## config.mk

```make
export PLATFORM = sky130hd
export DESIGN_NAME = dtc_timer_pair
export DESIGN_NICKNAME = d
export VERILOG_FILES = /design/src/design/dtc_pkg.sv /design/src/design/dtc_edge_sync.sv /design/src/design/dtc_prescaler.sv /design/src/design/dtc_timer_pair.sv
export VERILOG_INCLUDE_DIRS = /design/src /design/src/design
export SDC_FILE = /design/constraint.sdc
export NUM_CORES = 1
export LEC_CHECK = 0
export BUFFER_PORTS_ARGS = -buffer_cell sky130_fd_sc_hd__buf_2
export CAP_MARGIN = 40
export CORE_MARGIN = 2
export CORE_UTILIZATION = 45
export CTS_BUF_LIST = sky130_fd_sc_hd__clkbuf_4
export CTS_CLUSTER_DIAMETER = 150
export DETAILED_ROUTE_END_ITERATION = 16
export PLACE_DENSITY = 0.61
export SYNTH_ARGS = -nofsm -noshare
export SYNTH_HDL_FRONTEND = slang
export SYNTH_SLANG_ARGS = --single-unit
```

## constraint.sdc

```tcl
create_clock -name clock -period 2.6 [get_ports clock]
set_input_delay 0.39 -clock clock [delete_from_list [all_inputs] [get_ports clock]]
set_output_delay 0.39 -clock clock [all_outputs]
set_load 0.01 [all_outputs]
```

## src/design/dtc_consts.svh

```systemverilog
// Purpose: offsets, field positions, reset values and divider counts of the timer pair
// Assumes: 8-bit special-function register space
// Notes:   definitions only
`ifndef DTC_CONSTS_SVH
`define DTC_CONSTS_SVH

// register offsets
`define DTC_ADDR_RUN_FLAG   8'h88
`define DTC_ADDR_MODE       8'h89
`define DTC_ADDR_TMR0_LO    8'h8a
`define DTC_ADDR_TMR1_LO    8'h8b
`define DTC_ADDR_TMR0_HI    8'h8c
`define DTC_ADDR_TMR1_HI    8'h8d
`define DTC_ADDR_CLK_CTRL   8'h8e

// reset values
`define DTC_RST_RUN_FLAG    8'h00
`define DTC_RST_MODE        8'h00
`define DTC_RST_CLK_CTRL    8'h00
`define DTC_RST_COUNT       8'h00

// clock control fields
`define DTC_CK_T3_HI        7
`define DTC_CK_T3_LO        6
`define DTC_CK_T2_HI        5
`define DTC_CK_T2_LO        4
`define DTC_CK_TMR1_SYS     3
`define DTC_CK_TMR0_SYS     2
`define DTC_CK_DIV_HI       1
`define DTC_CK_DIV_LO       0

// run and flag fields
`define DTC_RF_FLAG1        7
`define DTC_RF_RUN1         6
`define DTC_RF_FLAG0        5
`define DTC_RF_RUN0         4

// mode register fields
`define DTC_MD_TIMER1_GATED        7
`define DTC_MD_EVT1         6
`define DTC_MD_M1_HI        5
`define DTC_MD_M1_LO        4
`define DTC_MD_TIMER0_GATED        3
`define DTC_MD_EVT0         2
`define DTC_MD_M0_HI        1
`define DTC_MD_M0_LO        0

// mode encodings
`define DTC_MODE_13BIT      2'h0
`define DTC_MODE_16BIT      2'h1
`define DTC_MODE_RELOAD     2'h2
`define DTC_MODE_SPLIT      2'h3

// shared divider selections and counts
`define DTC_SCALE_12        2'h0
`define DTC_SCALE_4         2'h1
`define DTC_SCALE_48        2'h2
`define DTC_SCALE_EXT       2'h3
`define DTC_DIV_12          6'h0c
`define DTC_DIV_4           6'h04
`define DTC_DIV_48          6'h30
`define DTC_DIV_EXT         6'h08

`endif

```

## src/design/dtc_pkg.sv

```systemverilog
// Purpose: types shared by the timer pair
// Assumes: nothing
// Notes:   offsets and counts live in dtc_consts.svh
package dtc_pkg;

   // special-function register access
   typedef struct packed {
      logic [7:0] addr;
      logic [7:0] wdata;
      logic       wr;
      logic       rd;
   } dtc_sfr_req_t;

   // one timer's byte pair and its overflow
   typedef struct packed {
      logic [7:0] hi;
      logic [7:0] lo;
      logic       ovf;
   } dtc_cnt_t;

endpackage

```

## src/design/dtc_edge_sync.sv

```systemverilog
// Purpose: two-flop synchroniser with edge detection for one pin
// Assumes: pin may change at any time
// Notes:   first stage feeds only the second
`timescale 1ns/100ps
`default_nettype none
module dtc_edge_sync
(
   // clock and reset
   input  wire logic clock,
   input  wire logic rst,
   // pin
   input  wire logic pin,
   // synchronised view
   output logic      level,
   output logic      fall,
   output logic      rise
);
   logic [2:0] sync_reg;
   logic [2:0] sync_next;

   always_comb
   begin
      sync_next = {sync_reg[1:0], pin};
   end

   always_ff @(posedge clock)
   begin
      if (rst)
         sync_reg <= 3'h0;
      else
         sync_reg <= sync_next;
   end

   assign level = sync_reg[1];
   assign fall  = sync_reg[2] & ~sync_reg[1];
   assign rise  = ~sync_reg[2] & sync_reg[1];
endmodule
`default_nettype wire

```

## src/design/dtc_prescaler.sv

```systemverilog
// Purpose: shared divider for both timers
// Assumes: ext_rise is already synchronised
// Notes:   tick is one system clock wide
`timescale 1ns/100ps
`default_nettype none
`include "dtc_consts.svh"
module dtc_prescaler
(
   // clock and reset
   input  wire logic       clock,
   input  wire logic       rst,
   // selection
   input  wire logic [1:0] sel,
   input  wire logic       ext_rise,
   // output
   output logic            tick
);
   logic [5:0] cnt_reg;
   logic [5:0] cnt_next;
   logic [5:0] limit;
   logic       step;

   always_comb
   begin
      case (sel)
         `DTC_SCALE_12: limit = `DTC_DIV_12;
         `DTC_SCALE_4:  limit = `DTC_DIV_4;
         `DTC_SCALE_48: limit = `DTC_DIV_48;
         default:       limit = `DTC_DIV_EXT;
      endcase
      step     = (sel == `DTC_SCALE_EXT) ? ext_rise : 1'b1;
      tick     = step && (cnt_reg >= limit - 6'h1);
      cnt_next = cnt_reg;
      if (tick)
         cnt_next = 6'h0;
      else if (step)
         cnt_next = cnt_reg + 6'h1;
   end

   always_ff @(posedge clock)
   begin
      if (rst)
         cnt_reg <= 6'h0;
      else
         cnt_reg <= cnt_next;
   end
endmodule
`default_nettype wire

```

## src/design/dtc_timer_pair.sv

```systemverilog
// Purpose: two 8051-style counter/timers with clock control and prescaler
// Assumes: single-cycle register bus, read data one clock after rd
// Notes:   timers 2 and 3 only get their clock-select bits from here
//
// Overview of operation
// - clock control bits 7 and 6 choose system clock for timer 3 bytes.
// - clock control bits 5 and 4 choose system clock for timer 2 bytes.
// - bit 3 picks timer 1 system clock or prescaler; ignored when counting events.
// - bit 2 picks timer 0 system clock or prescaler; ignored when counting events.
// - divider field gives clock over 12, 4, 48 or external clock over 8.
// - each timer holds a 16-bit count read and written as two bytes.
// - each timer has its own independent two-bit mode field.
// - mode 0 is 13 bits: high byte plus low five bits of low byte.
// - 13-bit wrap from 0x1fff to zero sets the overflow flag.
// - event select counts falling pin edges, otherwise the selected clock.
// - counting needs run bit and either gate off or gate input active.
// - setting run never clears the count; software preloads it first.
// - timer 1 mirrors timer 0 with its own bits and second gate input.
// - mode 1 uses all 16 bits, gated and clocked as in mode 0.
// - mode 2 low byte wraps, sets flag, reloads from unchanged high byte.
// - mode 3 timer 0 low byte is an 8-bit counter on timer 0 controls.
// - mode 3 timer 0 high byte uses internal clock, timer 1 run and flag.
// - with timer 0 split, timer 1 uses internal clocks, never sets flag.
// - timer 1 mode 3 halts it; with timer 0 split, modes 0-2 run.
// - mode codes 00 13-bit, 01 16-bit, 10 reload, 11 split or inactive.
// - overflow flag cleared by software write or by interrupt vectoring.
`timescale 1ns/100ps
`default_nettype none
`include "dtc_consts.svh"
module dtc_timer_pair
(
   // clock and reset
   input  wire logic                 clock,
   input  wire logic                 rst,
   // register access
   input  wire dtc_pkg::dtc_sfr_req_t sfr_req,
   output logic [7:0]                sfr_rdata,
   // pins
   input  wire logic                 event_pin_a,
   input  wire logic                 event_pin_b,
   input  wire logic                 gate_input_a,
   input  wire logic                 gate_input_b,
   input  wire logic                 ext_clock_in,
   // interrupt controller side
   input  wire logic                 gate_a_polarity,
   input  wire logic                 gate_b_polarity,
   input  wire logic                 timer0_irq_enable,
   input  wire logic                 timer1_irq_enable,
   input  wire logic                 timer0_vector_ack,
   input  wire logic                 timer1_vector_ack,
   // results
   output logic                      timer0_irq,
   output logic                      timer1_irq,
   output logic                      timer0_overflow_pulse,
   output logic                      timer1_overflow_pulse,
   output logic [7:0]                timer_clock_control
);
   import dtc_pkg::*;

   // one count step for the given mode; split mode steps the low byte alone
   function automatic dtc_cnt_t step_count(input logic [1:0] mode, input dtc_cnt_t cur);
      logic [13:0] v13;
      logic [16:0] v16;
      logic [8:0]  v8;
      dtc_cnt_t    res;
      v13 = {1'b0, cur.hi, cur.lo[4:0]} + 14'h1;
      v16 = {1'b0, cur.hi, cur.lo} + 17'h1;
      v8  = {1'b0, cur.lo} + 9'h1;
      res = cur;
      res.ovf = 1'b0;
      case (mode)
         `DTC_MODE_13BIT:
         begin
            res.hi  = v13[12:5];
            res.lo  = {cur.lo[7:5], v13[4:0]};
            res.ovf = v13[13];
         end
         `DTC_MODE_16BIT:
         begin
            res.hi  = v16[15:8];
            res.lo  = v16[7:0];
            res.ovf = v16[16];
         end
         `DTC_MODE_RELOAD:
         begin
            res.lo  = v8[8] ? cur.hi : v8[7:0];
            res.ovf = v8[8];
         end
         default:
         begin
            res.lo  = v8[7:0];
            res.ovf = v8[8];
         end
      endcase
      return res;
   endfunction

   // gate active when level matches polarity
   function automatic logic gate_ok(input logic gated, input logic lvl, input logic pol);
      return ~gated | (lvl == pol);
   endfunction

   // register state
   logic [7:0] clk_ctrl_reg;
   logic [7:0] clk_ctrl_next;
   logic [7:0] mode_reg;
   logic [7:0] mode_next;
   logic       run0_reg;
   logic       run0_next;
   logic       run1_reg;
   logic       run1_next;
   logic       flag0_reg;
   logic       flag0_next;
   logic       flag1_reg;
   logic       flag1_next;
   logic [7:0] t0_lo_reg;
   logic [7:0] t0_lo_next;
   logic [7:0] t0_hi_reg;
   logic [7:0] t0_hi_next;
   logic [7:0] t1_lo_reg;
   logic [7:0] t1_lo_next;
   logic [7:0] t1_hi_reg;
   logic [7:0] t1_hi_next;
   logic       ovf0_reg;
   logic       ovf0_next;
   logic       ovf1_reg;
   logic       ovf1_next;
   logic [7:0] rdata_reg;
   logic [7:0] rdata_next;

   // synchronised pins
   logic       evt_a_fall;
   logic       evt_b_fall;
   logic       gate_a_lvl;
   logic       gate_b_lvl;
   logic       ext_rise;
   logic       presc_tick;

   // derived controls
   logic [1:0] mode0;
   logic [1:0] mode1;
   logic       t0_split;
   logic       gate_input_a_tick;
   logic       gate_input_b_tick;
   logic       t0_tick;
   logic       t1_tick;
   logic       t0_en;
   logic       t1_en;
   logic       hi0_en;
   logic       hi0_ovf;
   logic [8:0] hi0_sum;
   dtc_cnt_t   c0;
   dtc_cnt_t   c1;
   dtc_cnt_t   s0;
   dtc_cnt_t   s1;
   logic       wr_hit;

   dtc_edge_sync u_sync_evt_a
   (
      .clock (clock),
      .rst   (rst),
      .pin   (event_pin_a),
      .level (),
      .fall  (evt_a_fall),
      .rise  ()
   );

   dtc_edge_sync u_sync_evt_b
   (
      .clock (clock),
      .rst   (rst),
      .pin   (event_pin_b),
      .level (),
      .fall  (evt_b_fall),
      .rise  ()
   );

   dtc_edge_sync u_sync_gate_a
   (
      .clock (clock),
      .rst   (rst),
      .pin   (gate_input_a),
      .level (gate_a_lvl),
      .fall  (),
      .rise  ()
   );

   dtc_edge_sync u_sync_gate_b
   (
      .clock (clock),
      .rst   (rst),
      .pin   (gate_input_b),
      .level (gate_b_lvl),
      .fall  (),
      .rise  ()
   );

   dtc_edge_sync u_sync_ext_clk
   (
      .clock (clock),
      .rst   (rst),
      .pin   (ext_clock_in),
      .level (),
      .fall  (),
      .rise  (ext_rise)
   );

   dtc_prescaler u_prescaler
   (
      .clock    (clock),
      .rst      (rst),
      .sel      (clk_ctrl_reg[`DTC_CK_DIV_HI:`DTC_CK_DIV_LO]),
      .ext_rise (ext_rise),
      .tick     (presc_tick)
   );

   // clock and enable selection
   always_comb
   begin
      mode0     = mode_reg[`DTC_MD_M0_HI:`DTC_MD_M0_LO];
      mode1     = mode_reg[`DTC_MD_M1_HI:`DTC_MD_M1_LO];
      t0_split  = (mode0 == `DTC_MODE_SPLIT);
      gate_input_a_tick = clk_ctrl_reg[`DTC_CK_TMR0_SYS] | presc_tick;
      gate_input_b_tick = clk_ctrl_reg[`DTC_CK_TMR1_SYS] | presc_tick;
      t0_tick   = mode_reg[`DTC_MD_EVT0] ? evt_a_fall : gate_input_a_tick;
      t1_tick   = (mode_reg[`DTC_MD_EVT1] && !t0_split) ? evt_b_fall : gate_input_b_tick;
      t0_en     = run0_reg && gate_ok(mode_reg[`DTC_MD_TIMER0_GATED], gate_a_lvl, gate_a_polarity);
      if (mode1 == `DTC_MODE_SPLIT)
         t1_en = 1'b0;
      else if (t0_split)
         t1_en = 1'b1;
      else
         t1_en = run1_reg && gate_ok(mode_reg[`DTC_MD_TIMER1_GATED], gate_b_lvl, gate_b_polarity);
      hi0_en    = t0_split && run1_reg && gate_input_a_tick;
      hi0_sum   = {1'b0, t0_hi_reg} + 9'h1;
      hi0_ovf   = hi0_en && hi0_sum[8];
   end

   // counting and register writes
   always_comb
   begin
      c0 = '{hi: t0_hi_reg, lo: t0_lo_reg, ovf: 1'b0};
      c1 = '{hi: t1_hi_reg, lo: t1_lo_reg, ovf: 1'b0};
      s0 = c0;
      s1 = c1;
      if (t0_en && t0_tick)
         s0 = step_count(mode0, c0);
      if (t1_en && t1_tick)
         s1 = step_count(mode1, c1);
      if (hi0_en)
         s0.hi = hi0_sum[7:0];
      wr_hit        = sfr_req.wr;
      t0_lo_next    = s0.lo;
      t0_hi_next    = s0.hi;
      t1_lo_next    = s1.lo;
      t1_hi_next    = s1.hi;
      clk_ctrl_next = clk_ctrl_reg;
      mode_next     = mode_reg;
      run0_next     = run0_reg;
      run1_next     = run1_reg;
      flag0_next    = flag0_reg;
      flag1_next    = flag1_reg;
      if (wr_hit)
      begin
         case (sfr_req.addr)
            `DTC_ADDR_CLK_CTRL: clk_ctrl_next = sfr_req.wdata;
            `DTC_ADDR_MODE:     mode_next     = sfr_req.wdata;
            `DTC_ADDR_TMR0_LO:  t0_lo_next    = sfr_req.wdata;
            `DTC_ADDR_TMR0_HI:  t0_hi_next    = sfr_req.wdata;
            `DTC_ADDR_TMR1_LO:  t1_lo_next    = sfr_req.wdata;
            `DTC_ADDR_TMR1_HI:  t1_hi_next    = sfr_req.wdata;
            `DTC_ADDR_RUN_FLAG:
            begin
               run0_next  = sfr_req.wdata[`DTC_RF_RUN0];
               run1_next  = sfr_req.wdata[`DTC_RF_RUN1];
               flag0_next = sfr_req.wdata[`DTC_RF_FLAG0];
               flag1_next = sfr_req.wdata[`DTC_RF_FLAG1];
            end
            default:
            begin
               clk_ctrl_next = clk_ctrl_reg;
            end
         endcase
      end
      // vectoring clears, a same-cycle overflow still wins
      if (timer0_vector_ack)
         flag0_next = 1'b0;
      if (timer1_vector_ack)
         flag1_next = 1'b0;
      if (s0.ovf)
         flag0_next = 1'b1;
      if (t0_split ? hi0_ovf : s1.ovf)
         flag1_next = 1'b1;
      ovf0_next = s0.ovf;
      ovf1_next = s1.ovf;
   end

   // read data
   always_comb
   begin
      rdata_next = rdata_reg;
      if (sfr_req.rd)
      begin
         case (sfr_req.addr)
            `DTC_ADDR_CLK_CTRL: rdata_next = clk_ctrl_reg;
            `DTC_ADDR_MODE:     rdata_next = mode_reg;
            `DTC_ADDR_TMR0_LO:  rdata_next = t0_lo_reg;
            `DTC_ADDR_TMR0_HI:  rdata_next = t0_hi_reg;
            `DTC_ADDR_TMR1_LO:  rdata_next = t1_lo_reg;
            `DTC_ADDR_TMR1_HI:  rdata_next = t1_hi_reg;
            `DTC_ADDR_RUN_FLAG: rdata_next = {flag1_reg, run1_reg, flag0_reg, run0_reg, 4'h0};
            default:            rdata_next = 8'h00;
         endcase
      end
   end

   always_ff @(posedge clock)
   begin
      if (rst)
      begin
         clk_ctrl_reg <= `DTC_RST_CLK_CTRL;
         mode_reg     <= `DTC_RST_MODE;
         run0_reg     <= 1'b0;
         run1_reg     <= 1'b0;
         flag0_reg    <= 1'b0;
         flag1_reg    <= 1'b0;
         t0_lo_reg    <= `DTC_RST_COUNT;
         t0_hi_reg    <= `DTC_RST_COUNT;
         t1_lo_reg    <= `DTC_RST_COUNT;
         t1_hi_reg    <= `DTC_RST_COUNT;
         ovf0_reg     <= 1'b0;
         ovf1_reg     <= 1'b0;
         rdata_reg    <= 8'h00;
      end
      else
      begin
         clk_ctrl_reg <= clk_ctrl_next;
         mode_reg     <= mode_next;
         run0_reg     <= run0_next;
         run1_reg     <= run1_next;
         flag0_reg    <= flag0_next;
         flag1_reg    <= flag1_next;
         t0_lo_reg    <= t0_lo_next;
         t0_hi_reg    <= t0_hi_next;
         t1_lo_reg    <= t1_lo_next;
         t1_hi_reg    <= t1_hi_next;
         ovf0_reg     <= ovf0_next;
         ovf1_reg     <= ovf1_next;
         rdata_reg    <= rdata_next;
      end
   end

   assign sfr_rdata             = rdata_reg;
   assign timer0_irq            = flag0_reg & timer0_irq_enable;
   assign timer1_irq            = flag1_reg & timer1_irq_enable;
   assign timer0_overflow_pulse = ovf0_reg;
   assign timer1_overflow_pulse = ovf1_reg;
   assign timer_clock_control   = clk_ctrl_reg;
endmodule
`default_nettype wire

```

* Word level (Yosys, flattened, before mapping)
Index checks and enable logic that the tools add are counted.
** Storage, ports and cells
- Bits in registers :: 81
- Bits of input ports :: 31
- Word-level logic and storage cells :: 117
** Cells by class
- $add $sub $neg :: 9
- $lt $le $gt $ge :: 1
- Equality and inequality tests :: 18
- Muxes and demuxes :: 33
- Bitwise gates (word level) :: 14
- Reductions and logical operators :: 23
** Operators by type and width (number)
- two-way mux 8 bit :: 11
- equality test 8 bit (second input constant) :: 7
- one-hot mux 8 bit (7 select lines) :: 1
- one-hot mux 9 bit (3 select lines) :: 2
- adder 16 x 1 -> 17 bit (second input constant) :: 2
- two-way mux 17 bit :: 2
- one-hot mux 8 bit (2 select lines) :: 2
- adder 13 x 1 -> 14 bit (second input constant) :: 2
- adder 8 x 1 -> 9 bit (second input constant) :: 3
- one-hot mux 6 bit (3 select lines) :: 1
- two-way mux 1 bit :: 14
- equality test 2 bit (second input constant) :: 6
- nonzero test 3 bit :: 4
- AND reduction 2 bit :: 5
- logical AND 1 bit :: 9
- adder 6 x 1 -> 6 bit (second input constant) :: 1
- equality test 2 x 1 -> 1 bit (second input constant) :: 3
- greater-or-equal comparator 6 bit :: 1
- zero test 2 bit :: 3
- subtractor 6 x 1 -> 6 bit (second input constant) :: 1
- bitwise AND 1 bit :: 5
- inverter 1 bit :: 5
- bitwise OR 1 bit :: 4
- equality test 1 bit :: 2
- 2 further kinds :: 2

* Logic depth before layout (Yosys ltp)
Gate-level depths: netlist of run 1.
- Depth in word-level cells :: 12
- Depth in mapped cells :: 9
- Depth with buffers taken out :: 8

* Hierarchy
A second synthesis of run 1 with hierarchy kept.
** Second synthesis, totals
- Cell total of the unflattened synthesis :: 579
- Area total of the unflattened synthesis :: 4760.8 sq um
** By module, submodules not included
- dtc_timer_pair :: instances 1, cells an instance 495, area each 3901.2 sq um, sequential area each 1241.2 sq um
- dtc_edge_sync :: instances 5, cells an instance 8, area each 91.3 sq um, sequential area each 60.1 sq um
- dtc_prescaler :: instances 1, cells an instance 44, area each 402.9 sq um, sequential area each 120.1 sq um

* Least setup slack after synthesis of run 1
No wires, ideal clock.
- Kind :: register -> register
- Start point :: register clk_ctrl_reg[1], in the netlist timer_clock_control[1]
- End point :: register t1_lo_reg[0]
- Setup time :: 0.088 ns
- Data arrival time :: 2.252 ns
- Path slack :: 0.260 ns
- Stages on the path, launching flop included :: 9
- Path buffers :: 0
- Period minus slack after synthesis :: 2.340 ns
- Path through :: dfxtp_1 > inv_1 > ha_1 > a211oi_2 > o21ai_2 > a221oi_4 > nor2_2 > a311o_1 > a311oi_2
** On the way
- Word-level cells in the longest chain between the ends :: 11
** Ends and longest elaborated chain
- from (decl) :: line dtc_timer_pair.sv:104 : logic [7:0] clk_ctrl_reg;
- from (signal assigned) :: line dtc_timer_pair.sv:321 : clk_ctrl_reg <= `DTC_RST_CLK_CTRL;
- from (signal assigned) :: line dtc_timer_pair.sv:337 : clk_ctrl_reg <= clk_ctrl_next;
- equality test 2 bit (tied with other cells) :: line dtc_prescaler.sv:25 : case (sel)
- one-hot mux 6 bit (3 select lines) :: line dtc_prescaler.sv:25
- subtractor 6 x 1 -> 6 bit :: line dtc_prescaler.sv:32 : tick = step && (cnt_reg >= limit - 6'h1);
- greater-or-equal comparator 6 bit :: line dtc_prescaler.sv:32
- logical AND 1 bit * :: line dtc_prescaler.sv:32
- bitwise OR 1 bit * :: line dtc_timer_pair.sv:224 : gate_input_b_tick = clk_ctrl_reg[`DTC_CK_TMR1_SYS] | presc_tick;
- two-way mux 1 bit * :: line dtc_timer_pair.sv:226 : t1_tick = (mode_reg[`DTC_MD_EVT1] && !t0_split) ? evt_b_fall : gate_input_b_tick;
- logical AND 1 bit * :: line dtc_timer_pair.sv:248 : if (t1_en && t1_tick)
- two-way mux 17 bit * :: line dtc_timer_pair.sv:248
- two-way mux 8 bit :: line dtc_timer_pair.sv:265 : case (sfr_req.addr)
- two-way mux 8 bit * :: line dtc_timer_pair.sv:263 : if (wr_hit)
- to (signal assigned) :: line dtc_timer_pair.sv:329 : t1_lo_reg <= `DTC_RST_COUNT;
- to (signal assigned) :: line dtc_timer_pair.sv:345 : t1_lo_reg <= t1_lo_next;
- to (decl) :: line dtc_timer_pair.sv:120 : logic [7:0] t1_lo_reg;
Every way passes the cells marked *; elsewhere a longest branch is shown, timed or not.
A chain may end at the register's enable or synchronous reset.

* Worst setup path in the final report of run 1
- Start point :: register clk_ctrl_reg[0], in the netlist timer_clock_control[0]
- End point :: register t1_hi_reg[3]
** On the way
- Word-level cells in the longest chain between the ends :: 11
** Ends and longest elaborated chain
- equality test 2 bit (tied with other cells) :: line dtc_prescaler.sv:25
- one-hot mux 6 bit (3 select lines) :: line dtc_prescaler.sv:25
- subtractor 6 x 1 -> 6 bit :: line dtc_prescaler.sv:32
- greater-or-equal comparator 6 bit :: line dtc_prescaler.sv:32
- logical AND 1 bit * :: line dtc_prescaler.sv:32
- bitwise OR 1 bit * :: line dtc_timer_pair.sv:224
- two-way mux 1 bit * :: line dtc_timer_pair.sv:226
- logical AND 1 bit * :: line dtc_timer_pair.sv:248
- two-way mux 17 bit * :: line dtc_timer_pair.sv:248
- two-way mux 8 bit :: line dtc_timer_pair.sv:265
- two-way mux 8 bit * :: line dtc_timer_pair.sv:263
- to (signal assigned) :: line dtc_timer_pair.sv:330 : t1_hi_reg <= `DTC_RST_COUNT;
- to (signal assigned) :: line dtc_timer_pair.sv:346 : t1_hi_reg <= t1_hi_next;
- to (decl) :: line dtc_timer_pair.sv:122 : logic [7:0] t1_hi_reg;
Marks and branches as above.

==> results of run 1 <==
## metrics by stage
stage               instances  instance area [um^2]  setup slack (ns)  hold slack, ns
CTS                       751                  5330           0.00552           0.121
global route              754                  5360           0.00171           0.133
detailed placement        735                  5190            0.0382           0.424
finish                    754                  5360             0.138           0.135
global placement          735                  5190             0.141           0.418
floorplan                 561                  4740             0.260           0.414
## metal layers
layer | vias up | wire length [um] | share of wire
met1 | 2123 | 6690 | 0.46
met4 | 0 | 513 | 0.035
met2 | 209 | 6200 | 0.42
met5 | - | 0 | 0
li1 | 2185 | - | -
met3 | 40 | 1290 | 0.088
## final cells by class
cell class | instances | area [um^2]
Tap cell | 136 | 170
Timing Repair Buffer | 72 | 428
Fill cell | 988 | 4920
Clock inverter | 7 | 71.3
Sequential cell | 81 | 1620
Inverter | 13 | 48.8
Clock buffer | 9 | 67.6
Multi-Input combinational cell | 436 | 2950
## final timing paths
check,start,to,slack (ns)
worst max-delay path,timer_clock_control[0],t1_hi_reg[3],0.14
worst min-delay path,gate_input_b,u_sync_gate_b.sync_reg[0],0.13
worst max register to register,timer_clock_control[0],t1_hi_reg[3],0.14
worst min register to register,u_sync_evt_a.sync_reg[0],u_sync_evt_a.sync_reg[1],0.45
## cell families after synthesis
kind of cell,after synthesis,share of synthesized area
other,1,0.000792
AOI/OAI and AO/OA,117,0.187
and+or+nand+nor,246,0.271
DFF,81,0.342
buffers and inverters,45,0.0383
adders and majority gates,8,0.0211
muxes,47,0.110
xor gates and xnor gates,16,0.0296
## Yosys cell counts, types with 3 or more instances
cell type,instances
a211oi_1,7
a21oi_1,13
a221oi_1,4
a311oi_1,13
a31o_2,4
a31oi_1,3
and2_1,7
and3_1,4
and4_1,3
buf_1,3
buf_2,5
clkbuf_1,21
dfxtp_1,81
ha_1,8
inv_1,12
mux2i_1,42
mux4_2,4
nand2_1,51
nand2b_1,7
nand3_1,24
nand4_1,14
nor2_1,70
nor2b_1,16
nor3_1,10
nor4_1,9
nor4b_1,4
o2111ai_1,3
o211ai_1,3
o21ai_0,24
o22ai_1,10
o31ai_1,5
o32ai_1,5
or2_2,4
or3_1,5
xnor2_1,7
xor2_1,9
## where the power goes
group | internal, mW | switching (mW) | leakage (nW)
clock network | 0.291 | 0.478 | 0.0695
logic | 0.0512 | 0.0952 | 1.35
registers | 1.25 | 0.00852 | 0.656
total | 1.60 | 0.582 | 2.08
## timing repair
action,4_1_cts,5_1_grt
gates resized for setup,0,2
setup buffers,0,2
setup endpoints to repair,0,4
hold endpoints to repair,0,0
==> results by group, run 1 <==
Status
  • Status: finished clean

Global route
  • Met3 Track Usage GR: 0.0517
  • Vias in the first global route: 4317
  • GR Overflow Total: 0
  • Most Crowded Layer GR: met2
  • Antenna violations before repair: 0
  • GRT met1 Usage: 0.377
  • GRT Overall Usage: 0.268
  • Largest net degree at the start of global routing: 59
  • First-pass GRT wire length: around 23000 um
  • Met2 usage: 0.389

Power and ir drop
  • P per Cell Area: 406 nW/um^2
  • Maximum VDD drop: just under 0.0003 V
  • P_leak: 2.08 nW
  • Pwr Total: 2.18 mW

CTS
  • Clock Path Buffers: 2
  • CTS Hold Buffers Added: 0
  • Sink count of the clock tree: 81
  • CTS Buf Count: 9
  • Clock transition at path regs: 0.14 ns
  • Root Buffer: clkbuf_4
  • CTS tree: built
  • Max H-tree Level: 3
  • Clock Latency Late Sink: ~0.45 ns

Timing
  • Fin crit period: 2.46 ns
  • Final setup viols: 0
  • Setup TNS: 0 ns
  • Final Max Slew Viols: 0
  • Relative slew slack: 0.579
  • Slew @ Worst Pin: ~0.63 ns
  • Highest clock rate: slightly above 0.4 GHz
  • Final Skew: around 0.011 ns
  • RSZ-0062 raised after global routing: no
  • Tcrit/Tclk final: 0.947
  • Fin. Hold Viols: 0

Logic synthesis
  • Sequential-to-total area share from yosys stat: 0.342
  • Synth area leaders: dfxtp_1, mux2i_1, nor2_1, nand2_1, nand3_1
  • Syn. warnings: 0
  • FFs w/ async S/R, synth: 0
  • Post-synthesis net count: 600
  • Yosys cell types: 73
  • Largest area contributor in the netlist: dfxtp_1
  • Post-synthesis cell count: ~560
  • Synth top area share: 0.342
  • Avg Synthesized Cell Area: around 8.4 um^2
  • EDFF count, synth: 0
  • Synth Register Bits: 81
  • Synth Cell Area: 4740 um^2
  • Dominant synthesized flop cell: dfxtp_1

Worst setup path
  • Instance count on the critical path: 8
  • Largest fanout on the critical path: 7
  • Delay-heaviest family, CP: simple AND/OR/NAND/NOR gates
  • Worst Path Required: between 2 and 3 ns
  • CP Data Arrival Time: 2.83 ns
  • Critical Path Sink Type: flip-flop
  • CP Launch Type: flip-flop
  • CP Cell Sequence: nand2b_1, ha_1, o211ai_1, o21ai_2, a221oi_4, or2_4, or4_1, a311oi_1
  • Slowest stage delay, CP: 0.50 ns
  • Reg2Reg Depth: 8
  • Slowest stage cell, crit path: or4_1
  • Critical path class: flip-flop to flip-flop
  • Buffers plus inverters on the worst setup path: 0

Routing
  • Routed WL: about 15000 um
  • 1st-iter DRT viols: 401
  • DR WL/cell: 19.5 um
  • Vias: 4557
  • DRC: 0
  • Post-route ant nets: 0
  • DR vias/cell: between 6 and 7
  • First-pass iteration count of the detailed router: 5

Die
  • Die Area: between 10000 and 15000 um^2
  • Die height: 107 um
  • Die Wd: 107 um
  • Core area: approximately 10000 um^2
  • Std cell rows: 37
  • Io pins: 51
  • Initial Util: 0.461

Worst hold path
  • Worst Hold Class: primary input to flip-flop
  • Hold path depth: 2

Job
  • Max Cap Viol: 0

Layout
  • Layout cells sized above 1: 0.194
  • NumNets Final: approximately 650
  • Layout area overhead: 13.2%
  • Most frequent cells in the layout: dfxtp_1, nor2_1, nand2_1, buf_2, mux2i_1
  • Most common cell after layout, fill and taps aside: dfxtp_1
  • # diodes: 0
  • Finished Core Util: 0.522

Placement
  • IO buf count: 50
  • Detailed Place HPWL: 10700 um
  • RePlAce Congestion: around 0.91
Note: power is estimated with default switching activity, not from simulation.
==> run 2: changes to the inputs <==
Settings changed: CELL_PAD_IN_SITES_DETAIL_PLACEMENT set to 0, CELL_PAD_IN_SITES_GLOBAL_PLACEMENT set to 1, PLACE_DENSITY 0.61 to 0.78.
==> results by group, run 2 (synthesis results as in run 1) <==
Status
  • Status: finished clean

Worst setup path
  • Worst setup endpoint: t1_hi_reg[5]
  • Reg2Reg Depth: 8
  • Instance count on the critical path: 8
  • Internal reg-to-reg setup slack: 0.07 ns
  • Critical Path Sink Type: flip-flop
  • CP Launch Type: flip-flop
  • Slowest stage cell, crit path: or4_1
  • CP Cell Sequence: nand2b_1, ha_1, o211ai_1, o21ai_2, a221oi_4, or2_4, or4_1, a311oi_1
  • Worst r2r dst: t1_hi_reg[5]
  • CP Launch Point: timer_clock_control[0]
  • Slowest stage delay, CP: 0.51 ns
  • Delay-heaviest family, CP: simple AND/OR/NAND/NOR gates
  • Critical path class: flip-flop to flip-flop
  • CP Data Arrival Time: between 2 and 3 ns
  • Worst Path Required: 2.95 ns
  • Worst reg2reg startpoint: timer_clock_control[0]
  • Buffers plus inverters on the worst setup path: 0
  • Largest fanout on the critical path: 13

Placement
  • Placed cells: 738
  • Detailed Place HPWL: 11000 um
  • Area of placed instances: 5200 um^2
  • IO buf count: 50
  • RePlAce Congestion: 0.975
  • Pre-CTS worst setup slack: approximately 0.0054 ns

Power and ir drop
  • P_leak: 2.07 nW
  • P per Cell Area: between 400 and 500 nW/um^2
  • Pwr Total: 2.14 mW
  • Maximum VDD drop: roughly 0.00025 V

Die
  • Die Wd: 107 um
  • Core area: 10300 um^2
  • Std cell rows: 37
  • Die Area: between 10000 and 15000 um^2
  • Die height: ~110 um
  • Io pins: 51
  • Initial Util: 0.461

Routing
  • DR WL/cell: 19.7 um
  • 1st-iter DRT viols: 404
  • Vias: roughly 4600
  • DR vias/cell: slightly above 6
  • First-pass iteration count of the detailed router: 5
  • DRC: 0
  • Post-route ant nets: 0
  • Routed WL: ~15000 um

CTS
  • CTS Buf Count: 9
  • Sink count of the clock tree: between 80 and 90
  • Max H-tree Level: 3
  • Root Buffer: clkbuf_4
  • CTS Hold Buffers Added: 0
  • Clock transition at path regs: between 0.1 and 0.15 ns
  • Clock Path Buffers: 2
  • CTS tree: built
  • Clock Latency Late Sink: 0.43 ns

Global route
  • GR Overflow Total: 0
  • GRT Overall Usage: 0.269
  • Largest net degree at the start of global routing: 59
  • First-pass GRT wire length: 23500 um
  • Antenna violations before repair: 0
  • Vias in the first global route: between 4000 and 5000

Timing
  • Highest clock rate: slightly below 0.4 GHz
  • RSZ-0062 raised after global routing: yes
  • Fin. Hold Viols: 0
  • Setup ws final: between 0.07 and 0.08 ns
  • Slew @ Worst Pin: 0.648 ns
  • Final setup viols: 0
  • Final Max Slew Viols: 0
  • Fin crit period: 2.53 ns
  • Relative slew slack: 0.568
  • Tcrit/Tclk final: 0.973
  • Final Skew: 0.0188 ns
  • WHS: 0.165 ns

Layout
  • NumNets Final: 653
  • Multi-input gate area: between 2000 and 3000 um^2
  • Layout cells sized above 1: 0.191
  • Non-Filler Instances: 753
  • Fillcell total: 1022
  • Final Instance Area: roughly 5300 um^2
  • Most common cell after layout, fill and taps aside: dfxtp_1
  • Most frequent cells in the layout: dfxtp_1, nor2_1, nand2_1, buf_2, mux2i_1
  • # diodes: 0
  • Sequential cell area: 1620 um^2
  • Layout area overhead: 12.5%

Job
  • Max Cap Viol: 0

Worst hold path
  • Worst Hold Class: primary input to flip-flop
[run 2: how the worst min path moves through the flow]
stage                                          from                         to  cells past startpoint  slack, ns
after floorplan            u_sync_evt_a.sync_reg[0]   u_sync_evt_a.sync_reg[1]                      1       0.41
after global placement     u_sync_evt_a.sync_reg[0]   u_sync_evt_a.sync_reg[1]                      1       0.42
after detailed placement  u_sync_gate_b.sync_reg[0]  u_sync_gate_b.sync_reg[1]                      1       0.43
after CTS                               event_pin_b   u_sync_evt_b.sync_reg[0]                      2       0.16
after global routing                   gate_input_a  u_sync_gate_a.sync_reg[0]                      2       0.15
final                                   event_pin_b   u_sync_evt_b.sync_reg[0]                      2       0.17
[run 2: metal layers]
metal | routed length, um | share of wire | global-route usage | vias up
li1 | - | - | - | 2186
met1 | 6740 | 0.45 | 0.381 | 2197
met2 | 6510 | 0.44 | 0.402 | 228
met3 | 1120 | 0.075 | 0.0450 | 34
met4 | 491 | 0.033 | 0.116 | 0
met5 | 0 | 0 | 0 | -
[run 2: final cells by class]
| type | count | area share |
|---|---|---|
| multi-input cells | 435 | 0.552 |
| inverters | 13 | 0.00916 |
| repair buffers | 74 | 0.0808 |
| clock buffers | 9 | 0.0127 |
| flip-flops and latches | 81 | 0.305 |
| well taps | 136 | 0.0319 |
| clock inverters | 5 | 0.00916 |
[run 2: through the flow]
stage	setup TNS [ns]	util
finish	0	0.519
global route	-0.0159	0.519
CTS	0	0.518
detailed placement	0	0.506
global placement	0	0.506
floorplan	0	-
[run 2: power by group]
part	switching (mW)	internal, mW	leakage [nW]	total (mW)
registers	0.00841	1.25	0.656	1.26
logic	0.0985	0.0532	1.35	0.152
clock network	0.451	0.276	0.0688	0.727
[run 2: what timing repair did]
item                                    CTS  global route
pin swaps                                 1             3
gates resized for setup                   0             1
endpoints found under the hold margin     0             0
setup buffers                             0             1
endpoints found under the setup margin    1             2
